<file path="src/rtl/lpd_defines.vh">
// Constants of the light and proximity readout block.
// Assumes inclusion by bare name from rtl/ sources only.
`ifndef LPD_DEFINES_VH
`define LPD_DEFINES_VH

// Register indices; byte address is four times the index
`define LPD_IDX_CONFIG 8'h00
`define LPD_IDX_LIGHT_HIGH_THRESHOLD 8'h01
`define LPD_IDX_LIGHT_LOW_THRESHOLD 8'h02
`define LPD_IDX_PROX_THRESHOLDS 8'h03
`define LPD_IDX_PROX_RESULT 8'h08
`define LPD_IDX_LIGHT_RESULT 8'h09
`define LPD_IDX_IRQ_FLAGS 8'h0B
`define LPD_IDX_IRQ_MASK 8'h0C

// Configuration fields
`define LPD_CFG_LIGHT_IRQ_ENABLE 0
`define LPD_CFG_PROX_IRQ_ENABLE 1
`define LPD_CFG_LIGHT_PERS_LSB 2
`define LPD_CFG_PROX_PERS_LSB 4
`define LPD_CFG_WIDTH 6
`define LPD_CFG_RESET 6'h03

// Flag byte positions, carried in data bits 15:8
`define LPD_FLAG_LSB 8
`define LPD_FLAG_PROTECT_LEAVE 7
`define LPD_FLAG_PROTECT_ENTER 6
`define LPD_FLAG_LIGHT_LOW 5
`define LPD_FLAG_LIGHT_HIGH 4
`define LPD_FLAG_PROX_CLOSE 1
`define LPD_FLAG_PROX_AWAY 0
`define LPD_FLAG_USED 8'hF3
`define LPD_MASK_RESET 8'hF3

// Threshold reset values
`define LPD_LIGHT_HIGH_RESET 16'hFFFF
`define LPD_LIGHT_LOW_RESET 16'h0000
`define LPD_PROX_HIGH_RESET 8'hFF
`define LPD_PROX_LOW_RESET 8'h00

`endif

</file>
<file path="src/rtl/lpd_persist.v">
// Consecutive-period filter for one threshold direction.
// Assumes sample_valid pulses once per integration period.
`default_nettype none

module lpd_persist #(
    parameter CW = 4
) (
    input wire pclk,
    input wire presetn,
    input wire sample_valid,
    input wire outside,
    input wire [CW-1:0] limit,
    output reg fire
);

reg [CW-1:0] count;
wire [CW-1:0] count_inc;

// Saturate at the limit, also when the limit is lowered mid-run
assign count_inc = (count >= limit) ? limit : count + {{(CW-1){1'b0}}, 1'b1};

always @(posedge pclk or negedge presetn)
begin
    if (!presetn)
    begin
        count <= {CW{1'b0}};
        fire <= 1'b0;
    end
    else
    begin
        fire <= 1'b0;
        if (sample_valid)
        begin
            if (outside)
            begin
                // Fires every period once the run is long enough
                count <= count_inc;
                fire <= (count_inc == limit);
            end
            else
            begin
                count <= {CW{1'b0}};
            end
        end
    end
end

endmodule

`default_nettype wire

</file>
<file path="src/rtl/lpd_top.v">
// Light and proximity readout, threshold compare and interrupt, APB slave.
// Assumes results arrive with one-cycle valid pulses synchronous to pclk.
// Assumes an external pull-up holds the interrupt pin high when released.
//
// Summary of operation
// - Every register reads back its contents
// - Light result is one 16-bit word
// - Proximity result read in one access
// - Enabled channel event pulls interrupt pin low
// - Registers stay accessible while interrupt asserted
// - Light event above high or below low
// - Proximity event above high or below low
// - Flag rising to one drives pin low
// - Flag read clears flags, pin returns high
// - Proximity between thresholds raises no event
// - Flag byte layout, bits 3:2 read zero
// - Light low byte low, high byte high
// - Proximity in low byte, high byte zero
// - Light event needs programmed consecutive periods
`default_nettype none
`include "lpd_defines.vh"

module lpd_top #(
    parameter AW = 8
) (
    input wire pclk,
    input wire presetn,
    input wire psel,
    input wire penable,
    input wire pwrite,
    input wire [AW-1:0] paddr,
    input wire [31:0] pwdata,
    output reg [31:0] prdata,
    output reg pready,
    output reg pslverr,
    input wire [15:0] light_sample,
    input wire light_sample_valid,
    input wire [7:0] prox_sample,
    input wire prox_sample_valid,
    input wire prox_protect_enter,
    input wire prox_protect_leave,
    output reg irq,
    output reg int_pin_out,
    output reg int_pin_oe
);

// Byte address of a register index
function [AW-1:0] lpd_addr;
    input [7:0] idx;
    begin
        lpd_addr = {idx[AW-3:0], 2'b00};
    end
endfunction

// Persistence code to period count, 1/2/4/8 or 1..4
function [3:0] lpd_pers;
    input [1:0] code;
    input pow2;
    begin
        if (pow2)
            lpd_pers = 4'h1 << code;
        else
            lpd_pers = {2'b00, code} + 4'h1;
    end
endfunction

reg [`LPD_CFG_WIDTH-1:0] config_reg;
reg [15:0] light_high_threshold;
reg [15:0] light_low_threshold;
reg [7:0] proximity_high_threshold;
reg [7:0] proximity_low_threshold;
reg [15:0] light_result;
reg [7:0] proximity_result;
reg [7:0] irq_flags;
reg [7:0] irq_mask;
reg [7:0] returned_flags;
reg light_valid_d;
reg prox_valid_d;

reg [31:0] next_prdata;
reg next_pslverr;
reg [7:0] next_irq_flags;
reg [7:0] flag_set;
reg [7:0] flag_clear;

wire light_irq_enable;
wire proximity_irq_enable;
wire [3:0] light_persistence_count;
wire [3:0] prox_persistence_count;
wire light_high_fire;
wire light_low_fire;
wire prox_close_fire;
wire prox_away_fire;
wire wr_done;
wire rd_done;
wire flag_rd;

// Enables gate flag setting; the mask gates the pin
assign light_irq_enable = config_reg[`LPD_CFG_LIGHT_IRQ_ENABLE];
assign proximity_irq_enable = config_reg[`LPD_CFG_PROX_IRQ_ENABLE];
assign light_persistence_count = lpd_pers(config_reg[`LPD_CFG_LIGHT_PERS_LSB+1:`LPD_CFG_LIGHT_PERS_LSB], 1'b1);
assign prox_persistence_count = lpd_pers(config_reg[`LPD_CFG_PROX_PERS_LSB+1:`LPD_CFG_PROX_PERS_LSB], 1'b0);

// Transfer completes at the edge that samples pready high
assign wr_done = psel & penable & pready & pwrite;
assign rd_done = psel & penable & pready & ~pwrite;
// Read-clear acts on the snapshot the host was given
assign flag_rd = rd_done & (paddr == lpd_addr(`LPD_IDX_IRQ_FLAGS));

// Result capture, one cycle before the compare sees it
always @(posedge pclk or negedge presetn)
begin
    if (!presetn)
    begin
        light_result <= 16'h0000;
        proximity_result <= 8'h00;
        light_valid_d <= 1'b0;
        prox_valid_d <= 1'b0;
    end
    else
    begin
        light_valid_d <= light_sample_valid;
        prox_valid_d <= prox_sample_valid;
        if (light_sample_valid)
            light_result <= light_sample;
        if (prox_sample_valid)
            proximity_result <= prox_sample;
    end
end

// Light window compare with persistence
lpd_persist #(
    .CW(4)
) u_light_high (
    .pclk(pclk),
    .presetn(presetn),
    .sample_valid(light_valid_d),
    .outside(light_result > light_high_threshold),
    .limit(light_persistence_count),
    .fire(light_high_fire)
);

lpd_persist #(
    .CW(4)
) u_light_low (
    .pclk(pclk),
    .presetn(presetn),
    .sample_valid(light_valid_d),
    .outside(light_result < light_low_threshold),
    .limit(light_persistence_count),
    .fire(light_low_fire)
);

// Proximity compare; values inside the window fire nothing
lpd_persist #(
    .CW(4)
) u_prox_close (
    .pclk(pclk),
    .presetn(presetn),
    .sample_valid(prox_valid_d),
    .outside(proximity_result > proximity_high_threshold),
    .limit(prox_persistence_count),
    .fire(prox_close_fire)
);

lpd_persist #(
    .CW(4)
) u_prox_away (
    .pclk(pclk),
    .presetn(presetn),
    .sample_valid(prox_valid_d),
    .outside(proximity_result < proximity_low_threshold),
    .limit(prox_persistence_count),
    .fire(prox_away_fire)
);

// Flag set, read-clear and write-one-clear; set wins
always @*
begin
    flag_set = 8'h00;
    flag_set[`LPD_FLAG_LIGHT_HIGH] = light_high_fire & light_irq_enable;
    flag_set[`LPD_FLAG_LIGHT_LOW] = light_low_fire & light_irq_enable;
    flag_set[`LPD_FLAG_PROX_CLOSE] = prox_close_fire & proximity_irq_enable;
    flag_set[`LPD_FLAG_PROX_AWAY] = prox_away_fire & proximity_irq_enable;
    // Protection-mode events ride on the proximity enable
    flag_set[`LPD_FLAG_PROTECT_ENTER] = prox_protect_enter & proximity_irq_enable;
    flag_set[`LPD_FLAG_PROTECT_LEAVE] = prox_protect_leave & proximity_irq_enable;
    flag_clear = 8'h00;
    if (flag_rd)
        flag_clear = returned_flags;
    else if (wr_done && paddr == lpd_addr(`LPD_IDX_IRQ_FLAGS))
        flag_clear = pwdata[`LPD_FLAG_LSB+7:`LPD_FLAG_LSB];
    next_irq_flags = ((irq_flags & ~flag_clear) | flag_set) & `LPD_FLAG_USED;
end

// Read mux; every register reads back
always @*
begin
    next_prdata = 32'h00000000;
    next_pslverr = 1'b0;
    if (paddr == lpd_addr(`LPD_IDX_CONFIG))
        next_prdata[`LPD_CFG_WIDTH-1:0] = config_reg;
    else if (paddr == lpd_addr(`LPD_IDX_LIGHT_HIGH_THRESHOLD))
        next_prdata[15:0] = light_high_threshold;
    else if (paddr == lpd_addr(`LPD_IDX_LIGHT_LOW_THRESHOLD))
        next_prdata[15:0] = light_low_threshold;
    else if (paddr == lpd_addr(`LPD_IDX_PROX_THRESHOLDS))
        next_prdata[15:0] = {proximity_high_threshold, proximity_low_threshold};
    else if (paddr == lpd_addr(`LPD_IDX_PROX_RESULT))
        next_prdata[7:0] = proximity_result;
    else if (paddr == lpd_addr(`LPD_IDX_LIGHT_RESULT))
        next_prdata[15:0] = light_result;
    else if (paddr == lpd_addr(`LPD_IDX_IRQ_FLAGS))
        next_prdata[`LPD_FLAG_LSB+7:`LPD_FLAG_LSB] = irq_flags;
    else if (paddr == lpd_addr(`LPD_IDX_IRQ_MASK))
        next_prdata[`LPD_FLAG_LSB+7:`LPD_FLAG_LSB] = irq_mask;
    // Unmapped offsets answer with an error and zero data
    else
        next_pslverr = 1'b1;
end

// APB answer: one wait state, never held off by the interrupt
always @(posedge pclk or negedge presetn)
begin
    if (!presetn)
    begin
        prdata <= 32'h00000000;
        pready <= 1'b0;
        pslverr <= 1'b0;
        returned_flags <= 8'h00;
    end
    else
    begin
        if (psel && penable && !pready)
        begin
            pready <= 1'b1;
            pslverr <= next_pslverr;
            prdata <= pwrite ? 32'h00000000 : next_prdata;
            // Only the bits shown to the host are cleared
            returned_flags <= irq_flags;
        end
        else
        begin
            pready <= 1'b0;
            pslverr <= 1'b0;
        end
    end
end

// Register writes at the completing edge
always @(posedge pclk or negedge presetn)
begin
    if (!presetn)
    begin
        config_reg <= `LPD_CFG_RESET;
        light_high_threshold <= `LPD_LIGHT_HIGH_RESET;
        light_low_threshold <= `LPD_LIGHT_LOW_RESET;
        proximity_high_threshold <= `LPD_PROX_HIGH_RESET;
        proximity_low_threshold <= `LPD_PROX_LOW_RESET;
        irq_mask <= `LPD_MASK_RESET;
    end
    // Results are read-only; flag writes clear in the flag logic
    else if (wr_done)
    begin
        if (paddr == lpd_addr(`LPD_IDX_CONFIG))
            config_reg <= pwdata[`LPD_CFG_WIDTH-1:0];
        else if (paddr == lpd_addr(`LPD_IDX_LIGHT_HIGH_THRESHOLD))
            light_high_threshold <= pwdata[15:0];
        else if (paddr == lpd_addr(`LPD_IDX_LIGHT_LOW_THRESHOLD))
            light_low_threshold <= pwdata[15:0];
        else if (paddr == lpd_addr(`LPD_IDX_PROX_THRESHOLDS))
        begin
            proximity_low_threshold <= pwdata[7:0];
            proximity_high_threshold <= pwdata[15:8];
        end
        else if (paddr == lpd_addr(`LPD_IDX_IRQ_MASK))
            irq_mask <= pwdata[`LPD_FLAG_LSB+7:`LPD_FLAG_LSB] & `LPD_FLAG_USED;
    end
end

// Flags and interrupt outputs
always @(posedge pclk or negedge presetn)
begin
    if (!presetn)
    begin
        irq_flags <= 8'h00;
        irq <= 1'b0;
        int_pin_out <= 1'b0;
        int_pin_oe <= 1'b0;
    end
    else
    begin
        irq_flags <= next_irq_flags;
        // From the next flags, so the pin is released at the clearing edge
        irq <= |(next_irq_flags & irq_mask);
        int_pin_out <= 1'b0;
        // Open drain: drive low only while an unmasked flag stands
        int_pin_oe <= |(next_irq_flags & irq_mask);
    end
end

endmodule

`default_nettype wire

</file>
<file path="config.mk">
export PLATFORM = sky130hd
export DESIGN_NAME = lpd_top
export DESIGN_NICKNAME = d
export VERILOG_FILES = /design/src/rtl/lpd_persist.v /design/src/rtl/lpd_top.v
export VERILOG_INCLUDE_DIRS = /design/src /design/src/rtl
export SDC_FILE = /design/constraint.sdc
export NUM_CORES = 1
export LEC_CHECK = 0
export BUFFER_PORTS_ARGS = -buffer_cell sky130_fd_sc_hd__buf_2
export CAP_MARGIN = 20
export CORE_ASPECT_RATIO = 0.5
export CORE_UTILIZATION = 40
export CTS_CLUSTER_SIZE = 30
export DETAILED_ROUTE_END_ITERATION = 10
export HOLD_SLACK_MARGIN = 0.06
export PLACE_DENSITY_LB_ADDON = 0.08
export SYNTH_ARGS = -nofsm -noshare
export SYNTH_HDL_FRONTEND = slang
export SYNTH_SLANG_ARGS = --single-unit
export TNS_END_PERCENT = 20
</file>
<file path="constraint.sdc">
create_clock -name pclk -period 2.87 [get_ports pclk]
set_clock_uncertainty 0.15 [all_clocks]
set_input_delay 0.574 -clock pclk [delete_from_list [all_inputs] [get_ports pclk]]
set_output_delay 0.574 -clock pclk [all_outputs]
set_load 0.02 [all_outputs]
</file>
After elaboration in Yosys (flattened, before gate mapping)

Cells that the tools add are included.
W data, S select, Z words.

Eq/ne operators: 11
Multipliers: 0
$add $sub $neg: 5
$lt $le $gt $ge: 8
Divide/modulo/power cells: 0
Multiplexer cells: 40
Bitwise logic cells: 20
Reduce and logical (&&, ||, !) cells: 11
Shift-type cells: 1

Operator list:

| cell                  | number |
|---|---|
| $mux W16              | 4 |
| $mux W8               | 8 |
| $eq A8 B6 Y1 const B  | 4 |
| $mux W4               | 8 |
| $mux W1               | 18 |
| $add A4 B1 Y4 const B | 4 |
| $and A8 B8 Y8         | 2 |
| $eq A8 B4 Y1 const B  | 2 |
| $gt A16 B16 Y1        | 1 |
| $lt A16 B16 Y1        | 1 |
| $and A1 B1 Y1         | 11 |
| $mux W10              | 1 |
| $eq A4 B3 Y1          | 2 |
| $eq A4 B4 Y1          | 2 |
| $eq A8 B3 Y1 const B  | 1 |
| $ge A4 B3 Y1          | 2 |
| $ge A4 B4 Y1          | 2 |
| $gt A8 B8 Y1          | 1 |
| $logic_not A8 Y1      | 1 |
| $lt A8 B8 Y1          | 1 |
| $not A8 Y8            | 1 |
| $or A8 B8 Y8          | 1 |
| $reduce_or A8 Y1      | 1 |
| $mux W6               | 1 |
| 10 further kinds      | 16 |

Output and inout port bits: 37
Input port bits: 73
RAM bits: 0
Memories kept: 0
Logic and storage cells: 120
Latch bits: 0
Memory bits (read-only): 0
Flip-flop bits (word level): 153

Longest topological paths before layout

Gate-level depths: netlist (run 1).

Word-level depth: 11
Gate-level depth with buffers: 9
Depth with buffers taken out: 8

Hierarchy

Synthesis (run 1) repeated with hierarchy kept, for this count alone.

Cells, all modules: 828
Area total of the unflattened synthesis: 8354.3 um2

Modules (own cells, without submodules):

| module      | area an instance (um2) | times used | cells each |
|---|---|---|---|
| lpd_top     | 6622.6                 | 1          | 648 |
| lpd_persist | 432.9                  | 4          | 45 |

Least setup slack after synthesis (run 1)

No wires, ideal clock.

Path kind: input-to-reg
From: input paddr[7]
To: register int_pin_oe
Cell stages on the path: 6
Buffers on the path: 0
Setup slack: 0.323 ns
Arrival time: 2.271 ns
Setup time: 0.126 ns
Required time: 2.594 ns
Cell sequence: or4b_4 or4_4 nor3b_2 o21ai_2 a221oi_2 nand2_1

Word-level cells in the longest chain between the ends: 9
Elaborated cells on any way between the ends: 10
Those cells by class: eq/ne (1); mux (2); bitwise (5); reduce/logical (2)

RTL lines:

| element               | line                         | source |
|---|---|---|
| from (decl)           | lpd_top.v:31                 | `input wire [AW-1:0] paddr,` |
| $eq A8 B6 Y1 (*)      | lpd_top.v:108, lpd_top.v:191 |  |
| $logic_and A1 B1 Y1   | lpd_top.v:191                | `` else if (wr_done && paddr == lpd_addr(`LPD_IDX_IRQ_FLAGS)) `` |
| $mux W8               | lpd_top.v:191                |  |
| $mux W8 (*)           | lpd_top.v:189                | `if (flag_rd)` |
| $not A8 Y8 (*)        | lpd_top.v:193                | `` next_irq_flags = ((irq_flags & ~flag_clear) \| flag_set) & `LPD_FLAG_USED; `` |
| $and A8 B8 Y8 (*)     | lpd_top.v:193                |  |
| $or A8 B8 Y8 (*)      | lpd_top.v:193                |  |
| via next_irq_flags[5] | lpd_top.v:82                 | `reg [7:0] next_irq_flags;` |
| $and A8 B8 Y8 (*)     | lpd_top.v:298                | `int_pin_oe <= \|(next_irq_flags & irq_mask);` |
| $reduce_or A8 Y1 (*)  | lpd_top.v:298                |  |
| to (signal assigned)  | lpd_top.v:298                |  |
| to (decl)             | lpd_top.v:44                 | `output reg int_pin_oe` |

Mark *: on every way through the listed nets, which the timed path passes. The rest lies on a longest branch.
A chain may end at the register's enable or synchronous reset.

Worst setup path after layout (run 1)

From: register light_low_threshold[11]
To: register u_light_low.count[2]

Word-level cells in the longest chain between the ends: 2

RTL lines:

| element                | line             | source |
|---|---|---|
| from (decl)            | lpd_top.v:69     | `reg [15:0] light_low_threshold;` |
| from (signal assigned) | lpd_top.v:257    | `` light_low_threshold <= `LPD_LIGHT_LOW_RESET; `` |
| from (signal assigned) | lpd_top.v:270    | `light_low_threshold <= pwdata[15:0];` |
| $lt A16 B16 Y1         | lpd_top.v:149    | `.outside(light_result < light_low_threshold),` |
| $mux W4                | lpd_persist.v:34 | `if (outside)` |
| to (signal assigned)   | lpd_persist.v:26 | `count <= {CW{1'b0}};` |
| to (signal assigned)   | lpd_persist.v:37 | `count <= count_inc;` |
| to (signal assigned)   | lpd_persist.v:42 | `count <= {CW{1'b0}};` |
| to (decl)              | lpd_persist.v:16 | `reg [CW-1:0] count;` |

No other way between the ends.

==> summary.txt, run 1 <==
Floorplan
  – I/O Pins: 110
  – Die Wd: 204 um
  – Die H: 103 um
  – Die area: 20900 um^2
  – Core footprint: 19700 um^2
  – Initial Util: 41.3%
  – # rows: 36

Place
  – Routability Congestion: 0.868
  – Buffers on Ports: 76
  – Pre-CTS WS: -0.0516 ns
  – Post-place instance area: 8980 um^2
  – Post-DP HPWL: 17800 um

Route
  – Routed wire length: 22900 um
  – Routed vias/inst: 5.34
  – # DRC: 0
  – Wire per inst: 18.8 um
  – Routed via count: 6502
  – 1st-iter DRT viols: 466
  – First drt pass iteration count: 5
  – Final ANT Viol Nets: 0

Clock tree
  – H-tree depth: 4
  – Max Root-Sink Buffers: 2
  – Clk slew on worst S/H paths: 0.07 ns
  – Skew-Pair Late Insertion Delay: 0.43 ns
  – Num Clock Sinks: 137
  – CTS tree: built
  – Postcts setup bufs: 0
  – CTS buffer count: 17
  – Root Buffer: clkbuf_16

GRT
  – Initial antenna violation count: 1
  – Largest net degree at the start of global routing: 53
  – Vias in the first global route: 6228
  – Global Route Usage Sum: 23.0%
  – Gr ovfl total: 0
  – First-pass GRT wire length: 35400 um

Worst setup path
  – Critical R2R Capture: u_light_low.count[2]$_DFFE_PN0P_
  – Setup crit start kind: register
  – Critical Path Sink Type: register
  – CP Max Fanout: 5
  – Worst reg2reg path depth: 12
  – Reg2reg setup slack: 0.01 ns
  – Kind of critical path: register to register
  – RR Startpoint: light_low_threshold[11]$_DFFE_PN0P_
  – WP data arrival: 3.02 ns
  – Critical Path RT: 3.03 ns
  – Worst setup path startpoint: light_low_threshold[11]$_DFFE_PN0P_

Run status
  – Run status: completed

Logic synthesis
  – #FFs+latches synth: 137
  – Post-synth top flop: dfrtp_1
  – Post-synth EDFFs: 0
  – Cell variety after synth: 70
  – Post-synthesis sequential area ratio: 42.7%
  – Synth async-reset ratio: 100%
  – Average cell area after synthesis: 9.80 um^2
  – Synth Instances: 830
  – Total number of yosys warnings: 0
  – Synthesized area: 8130 um^2

Cells and area
  – Fillers: 1909
  – Finished Cell Area: 9700 um^2
  – Post-layout net count: 1077
  – Area Growth Syn to Fin: 19.3%
  – Layout cells sized above 1: 28.3%
  – ANT cells: 0

Pwr
  – VDD IR-drop max: 0.000435 V
  – PwrDens: 627 nW/um^2
  – Leakage Power: 4.40 nW

STA
  – Final-report max-slew violation count: 0
  – Fmax: 350 MHz
  – Fin crit share: 99.5%
  – Min cycle time layout: 2.86 ns
  – Final setup viols: 0
  – Final Hold Fails: 0
  – Slew margin rel.: 53.5%
  – Pin slew with the least headroom to its limit: 0.690 ns
  – Unrepaired setup endpoints after global routing: false
  – Fin worst setup slack: 0.0132 ns

Worst hold path
  – Hold depth: 3
  – Worst hold start: light_sample[0]
  – WHS Endpoint: light_result[0]$_DFFE_PN0P_
  – Class of the worst hold path: input port to register

Flow run
  – Max_cap viols: 0
-- synthesized netlist by cell type (4+ instances only) --
cell	n	area [um^2]
o31ai_1	10	75.1
inv_1	71	267
nor2b_1	6	37.5
xnor2_1	10	87.6
nand2b_1	9	56.3
nor3_1	6	30.0
a31oi_1	7	43.8
mux2i_1	13	130
o21ai_1	5	25.0
buf_4	18	135
o31a_1	5	43.8
a21oi_1	62	310
clkbuf_1	23	86.3
a41oi_1	4	35.0
nand2_1	91	342
a21o_1	6	45.0
ha_1	65	813
o22ai_1	20	125
nor2_1	38	143
mux2_2	68	766
dfrtp_1	105	2630
dfstp_2	32	841
o21ai_0	54	270
a221oi_1	5	43.8
nand4_1	6	37.5
a32o_1	4	40.0
nand3_1	16	80.1
or2_2	4	25.0
-- per-layer routing --
layer	GRT usage, %	share of wire, %	wire [um]
met5	0	0	0
met4	7.63	1.2	277
met3	3.51	4.4	1020
met2	35.0	44	10000
met1	33.4	51	11600
-- area by class of cell --
type | count | area [um^2] | share of cell area [%]
clock buffer | 18 | 439 | 4.53
clock inverter | 14 | 268 | 2.76
inverter | 73 | 274 | 2.82
sequential | 137 | 3470 | 35.8
timing repair buffer | 122 | 759 | 7.83
multi-input combinational | 588 | 4160 | 42.9
tap | 266 | 333 | 3.43
-- critical path, stage by stage (launching register included) --
cell and delay (ns):
dfrtp_1 0.35, inv_1 0.07, ha_1 0.32, nand2_1 0.06
o21ai_1 0.29, buf_4 0.17, a2111oi_0 0.04, buf_4 0.16
a2111oi_1 0.49, buf_4 0.20, nor2_1 0.04, buf_4 0.16
a32o_1 0.23
-- cell families (layout without fill, tap and decap cells) --
group           Yosys count  after routing  synth area share [%]
fa+ha+maj                65             65                  10.0
flops                   137            137                  42.7
buf+inv                 121            227                  6.94
other cells               1             17                0.0461
compound gates          214            214                  16.5
mux                      81             81                  11.0
xor+xnor                 11             11                  1.18
simple gates            200            200                  11.7
-- through the flow --
| stage | hold slack [ns] | cells | util [%] | setup TNS [ns] | power, W |
|---|---|---|---|---|---|
| detailed placement | 0.309 | 1185 | 45.6 | -0.0850 | 0.00347 |
| global placement | 0.312 | 1185 | 45.6 | -0.0664 | 0.00344 |
| global route | 0.217 | 1218 | 49.3 | 0 | 0.00639 |
| CTS | 0.205 | 1218 | 49.3 | 0 | 0.00614 |
| finish | 0.218 | 1218 | 49.3 | 0 | 0.00609 |
| floorplan | 0.128 | 846 | - | 0 | 0.00309 |
-- how the worst max path moves through the flow --
stage | endpoint | slack [ns] | cells after the start
CTS | u_light_low.count[2]$_DFFE_PN0P_ | 0.03 | 12
global route | u_light_low.count[2]$_DFFE_PN0P_ | 0.01 | 12
global placement | u_light_low.count[2]$_DFFE_PN0P_ | -0.05 | 12
finish | u_light_low.count[2]$_DFFE_PN0P_ | 0.01 | 12
floorplan | int_pin_oe$_DFF_PN0_ | 0.32 | 6
detailed placement | u_light_low.count[2]$_DFFE_PN0P_ | -0.05 | 12
-- layout by cell type (no fill, tap or decap), types with 20 or more instances in the layout --
| cell | netlist | routed |
|---|---|---|
| dfstp_2 | 32 | 32 |
| o21ai_0 | 54 | 53 |
| o22ai_1 | 20 | 20 |
| mux2_2 | 68 | 68 |
| a21oi_1 | 62 | 62 |
| nand2_1 | 91 | 91 |
| buf_2 | 3 | 75 |
| dfrtp_1 | 105 | 105 |
| nor2_1 | 38 | 38 |
| buf_4 | 18 | 43 |
| inv_1 | 71 | 71 |
| ha_1 | 65 | 65 |
-- what timing repair did --
item,in CTS,in global routing
hold buffers,1,0
resized for setup,1,1
endpoints found under the setup margin,4,3
hold endpoints to repair,43,0
-- report_power, final --
group	internal [W]	total, W	switching (W)
Sequential	0.00208	0.00224	0.000166
Combinational	0.000544	0.00120	0.000657
Clock	0.00175	0.00264	0.000890
Note: power is estimated with default switching activity, not from simulation.
==> run 2, diff against run 1 <==
==> constraint.sdc (replaced) <==
create_clock -name pclk -period 2.3 [get_ports pclk]
set_clock_uncertainty 0.15 [all_clocks]
set_input_delay 0.46 -clock pclk [delete_from_list [all_inputs] [get_ports pclk]]
set_output_delay 0.46 -clock pclk [all_outputs]
set_load 0.02 [all_outputs]
==> summary.txt, run 2 (synthesized netlist as in run 1, its figures left out) <==
Route
  – Routed vias/inst: 5.27 (-1.2%)
  – Final ANT Viol Nets: 0 (unchanged)
  – Wire per inst: 18.7 um (-0.59%)
  – # DRC: 0 (unchanged)
  – Routed wire length: 24200 um (+5.5%)
  – 1st-iter DRT viols: 427 (-8.4%)
  – First drt pass iteration count: 5 (unchanged)
  – Routed via count: 6812 (+4.8%)

Cells and area
  – Finished Cell Area: 10500 um^2 (+8.6%)
  – Area Growth Syn to Fin: 29.5%
  – ANT cells: 0 (unchanged)
  – Most common cell after layout, fill and taps aside: buf_4
  – Post-layout net count: 1151 (+6.9%)
  – Layout cells sized above 1: 37.5% (+9.3 points)
  – Most frequent cells in the layout: buf_4, dfrtp_1, nand2_1

Clock tree
  – Num Clock Sinks: 137 (unchanged)
  – Clk slew on worst S/H paths: 0.06 ns (about the same)
  – Skew-Pair Late Insertion Delay: 0.43 ns (about the same)
  – Root Buffer: clkbuf_16
  – Max Root-Sink Buffers: 2 (unchanged)
  – H-tree depth: 4 (unchanged)
  – CTS buffer count: 17 (unchanged)
  – CTS tree: built

Place
  – Routability Congestion: 0.907 (+4.4%)
  – Buffers on Ports: 76 (unchanged)
  – Post-DP HPWL: 18600 um (+4.8%)
  – Post-place instance area: 9560 um^2 (+6.5%)

GRT
  – Vias in the first global route: 6573 (+5.5%)
  – First-pass GRT wire length: 37100 um (+4.7%)
  – Gr ovfl total: 0 (unchanged)
  – Initial antenna violation count: 0 (-1)
  – Global Route Usage Sum: 23.8% (+0.86 points)
  – Largest net degree at the start of global routing: 43 (-19%)

STA
  – Final Hold Fails: 0 (unchanged)
  – Unrepaired setup endpoints after global routing: true
  – Fmax: 392 MHz (+12%)
  – Fin crit share: 111% (+11 points)
  – Slew margin rel.: 65.3% (+12 points)
  – Final setup viols: 10 (+10)
  – Fin worst setup slack: -0.254 ns (-0.267 ns)
  – Pin slew with the least headroom to its limit: 0.517 ns (-0.173 ns)
  – Final-report max-slew violation count: 0 (unchanged)
  – Min cycle time layout: 2.55 ns (-0.303 ns)
  – Setup TNS: -1.48 ns (-1.48 ns)

Floorplan
  – Die Wd: 204 um (unchanged)
  – Die H: 103 um (unchanged)
  – # rows: 36 (unchanged)
  – Core footprint: 19700 um^2 (unchanged)
  – I/O Pins: 110 (unchanged)
  – Initial Util: 41.3% (unchanged)
  – Die area: 20900 um^2 (unchanged)

Run status
  – Violated checks: negative setup slack
  – Run status: complete, but fails checks

Flow run
  – Max_cap viols: 0 (unchanged)

Pwr
  – PwrDens: 703 nW/um^2 (+12%)
  – Leakage Power: 4.76 nW (+8.1%)
  – VDD IR-drop max: 0.000498 V (+14%)
  – Total chip power: 0.00740 W (+22%)

Worst setup path
  – CP Max Fanout: 4 (-1)
  – WP data arrival: 2.75 ns (-0.27 ns)
  – Critical Path RT: 2.50 ns (-0.53 ns)
  – Kind of critical path: register to register
  – Setup crit start kind: register
  – Critical Path Sink Type: register

Worst hold path
  – Class of the worst hold path: input port to register
run 2: worst max-delay path: stages (launching register included):
cell and delay, ns:
dfstp_2 0.53, inv_2 0.04, ha_4 0.26, nand4_1 0.28, or3_1 0.42, a21o_1 0.20
a31oi_4 0.20, buf_6 0.16, a31oi_4 0.08, o22ai_2 0.14
run 2: power by group:
| group | switching (W) | total, W | internal [W] |
|---|---|---|---|
| clock | 0.00105 | 0.00283 | 0.00178 |
| combinational | 0.000949 | 0.00179 | 0.000838 |
| sequential | 0.000190 | 0.00278 | 0.00259 |
| total | 0.00218 | 0.00740 | 0.00522 |
run 2: final cells by class:
type | count | area, um^2
clock buffers | 24 | 482
clock inverters | 8 | 118
fillers | 1804 | 9150
inverters | 73 | 274
multi-input cells | 588 | 4510
flip-flops and latches | 137 | 3470
well taps | 266 | 333
repair buffers | 196 | 1350
run 2: final timing paths:
check	end	slack, ns	from	depth (start not counted)
hold reg to reg	returned_flags[1]$_DFFE_PN0P_	0.32	returned_flags[1]$_DFFE_PN0P_	2
min in group asynchronous	u_prox_close.count[0]$_DFFE_PN0P_	0.38	presetn	2
hold / removal	proximity_result[0]$_DFFE_PN0P_	0.10	prox_sample[0]	3
setup reg to reg	u_light_high.count[3]$_DFFE_PN0P_	-0.25	light_high_threshold[6]$_DFFE_PN1P_	9
setup / recovery	u_light_high.count[3]$_DFFE_PN0P_	-0.25	light_high_threshold[6]$_DFFE_PN1P_	9
max in group asynchronous	irq_mask[5]$_DFFE_PN1P_	0.98	presetn	3
run 2: repair_timing:
item / CTS / global route
gates resized for setup: 15 / 51
endpoints found under the hold margin: 37 / 0
hold buffers: 1 / 0
buffers inserted: 0 / 4
pin swaps: 7 / 24
setup endpoints to repair: 11 / 17
run 2: metrics by stage:
step	std cells	hold slack [ns]	util (%)	worst slack, ns
6_report	1292	0.102	53.5	-0.254
5_1_grt	1292	0.0873	53.5	-0.285
4_1_cts	1290	0.0858	52.1	-0.252
3_5_place_dp	1257	0.273	48.6	-0.427
3_3_place_gp	1257	0.273	48.6	-0.441
2_1_floorplan	846	0.0144	-	-0.0845
run 2: per-layer routing:
layer | track usage, % | wire length [um] | up-vias
met5 | 0 | 0 | -
met1 | 34.8 | 12200 | 3342
li1 | - | - | 3301
met3 | 3.86 | 1080 | 30
met2 | 35.9 | 10500 | 139
met4 | 7.92 | 392 | 0
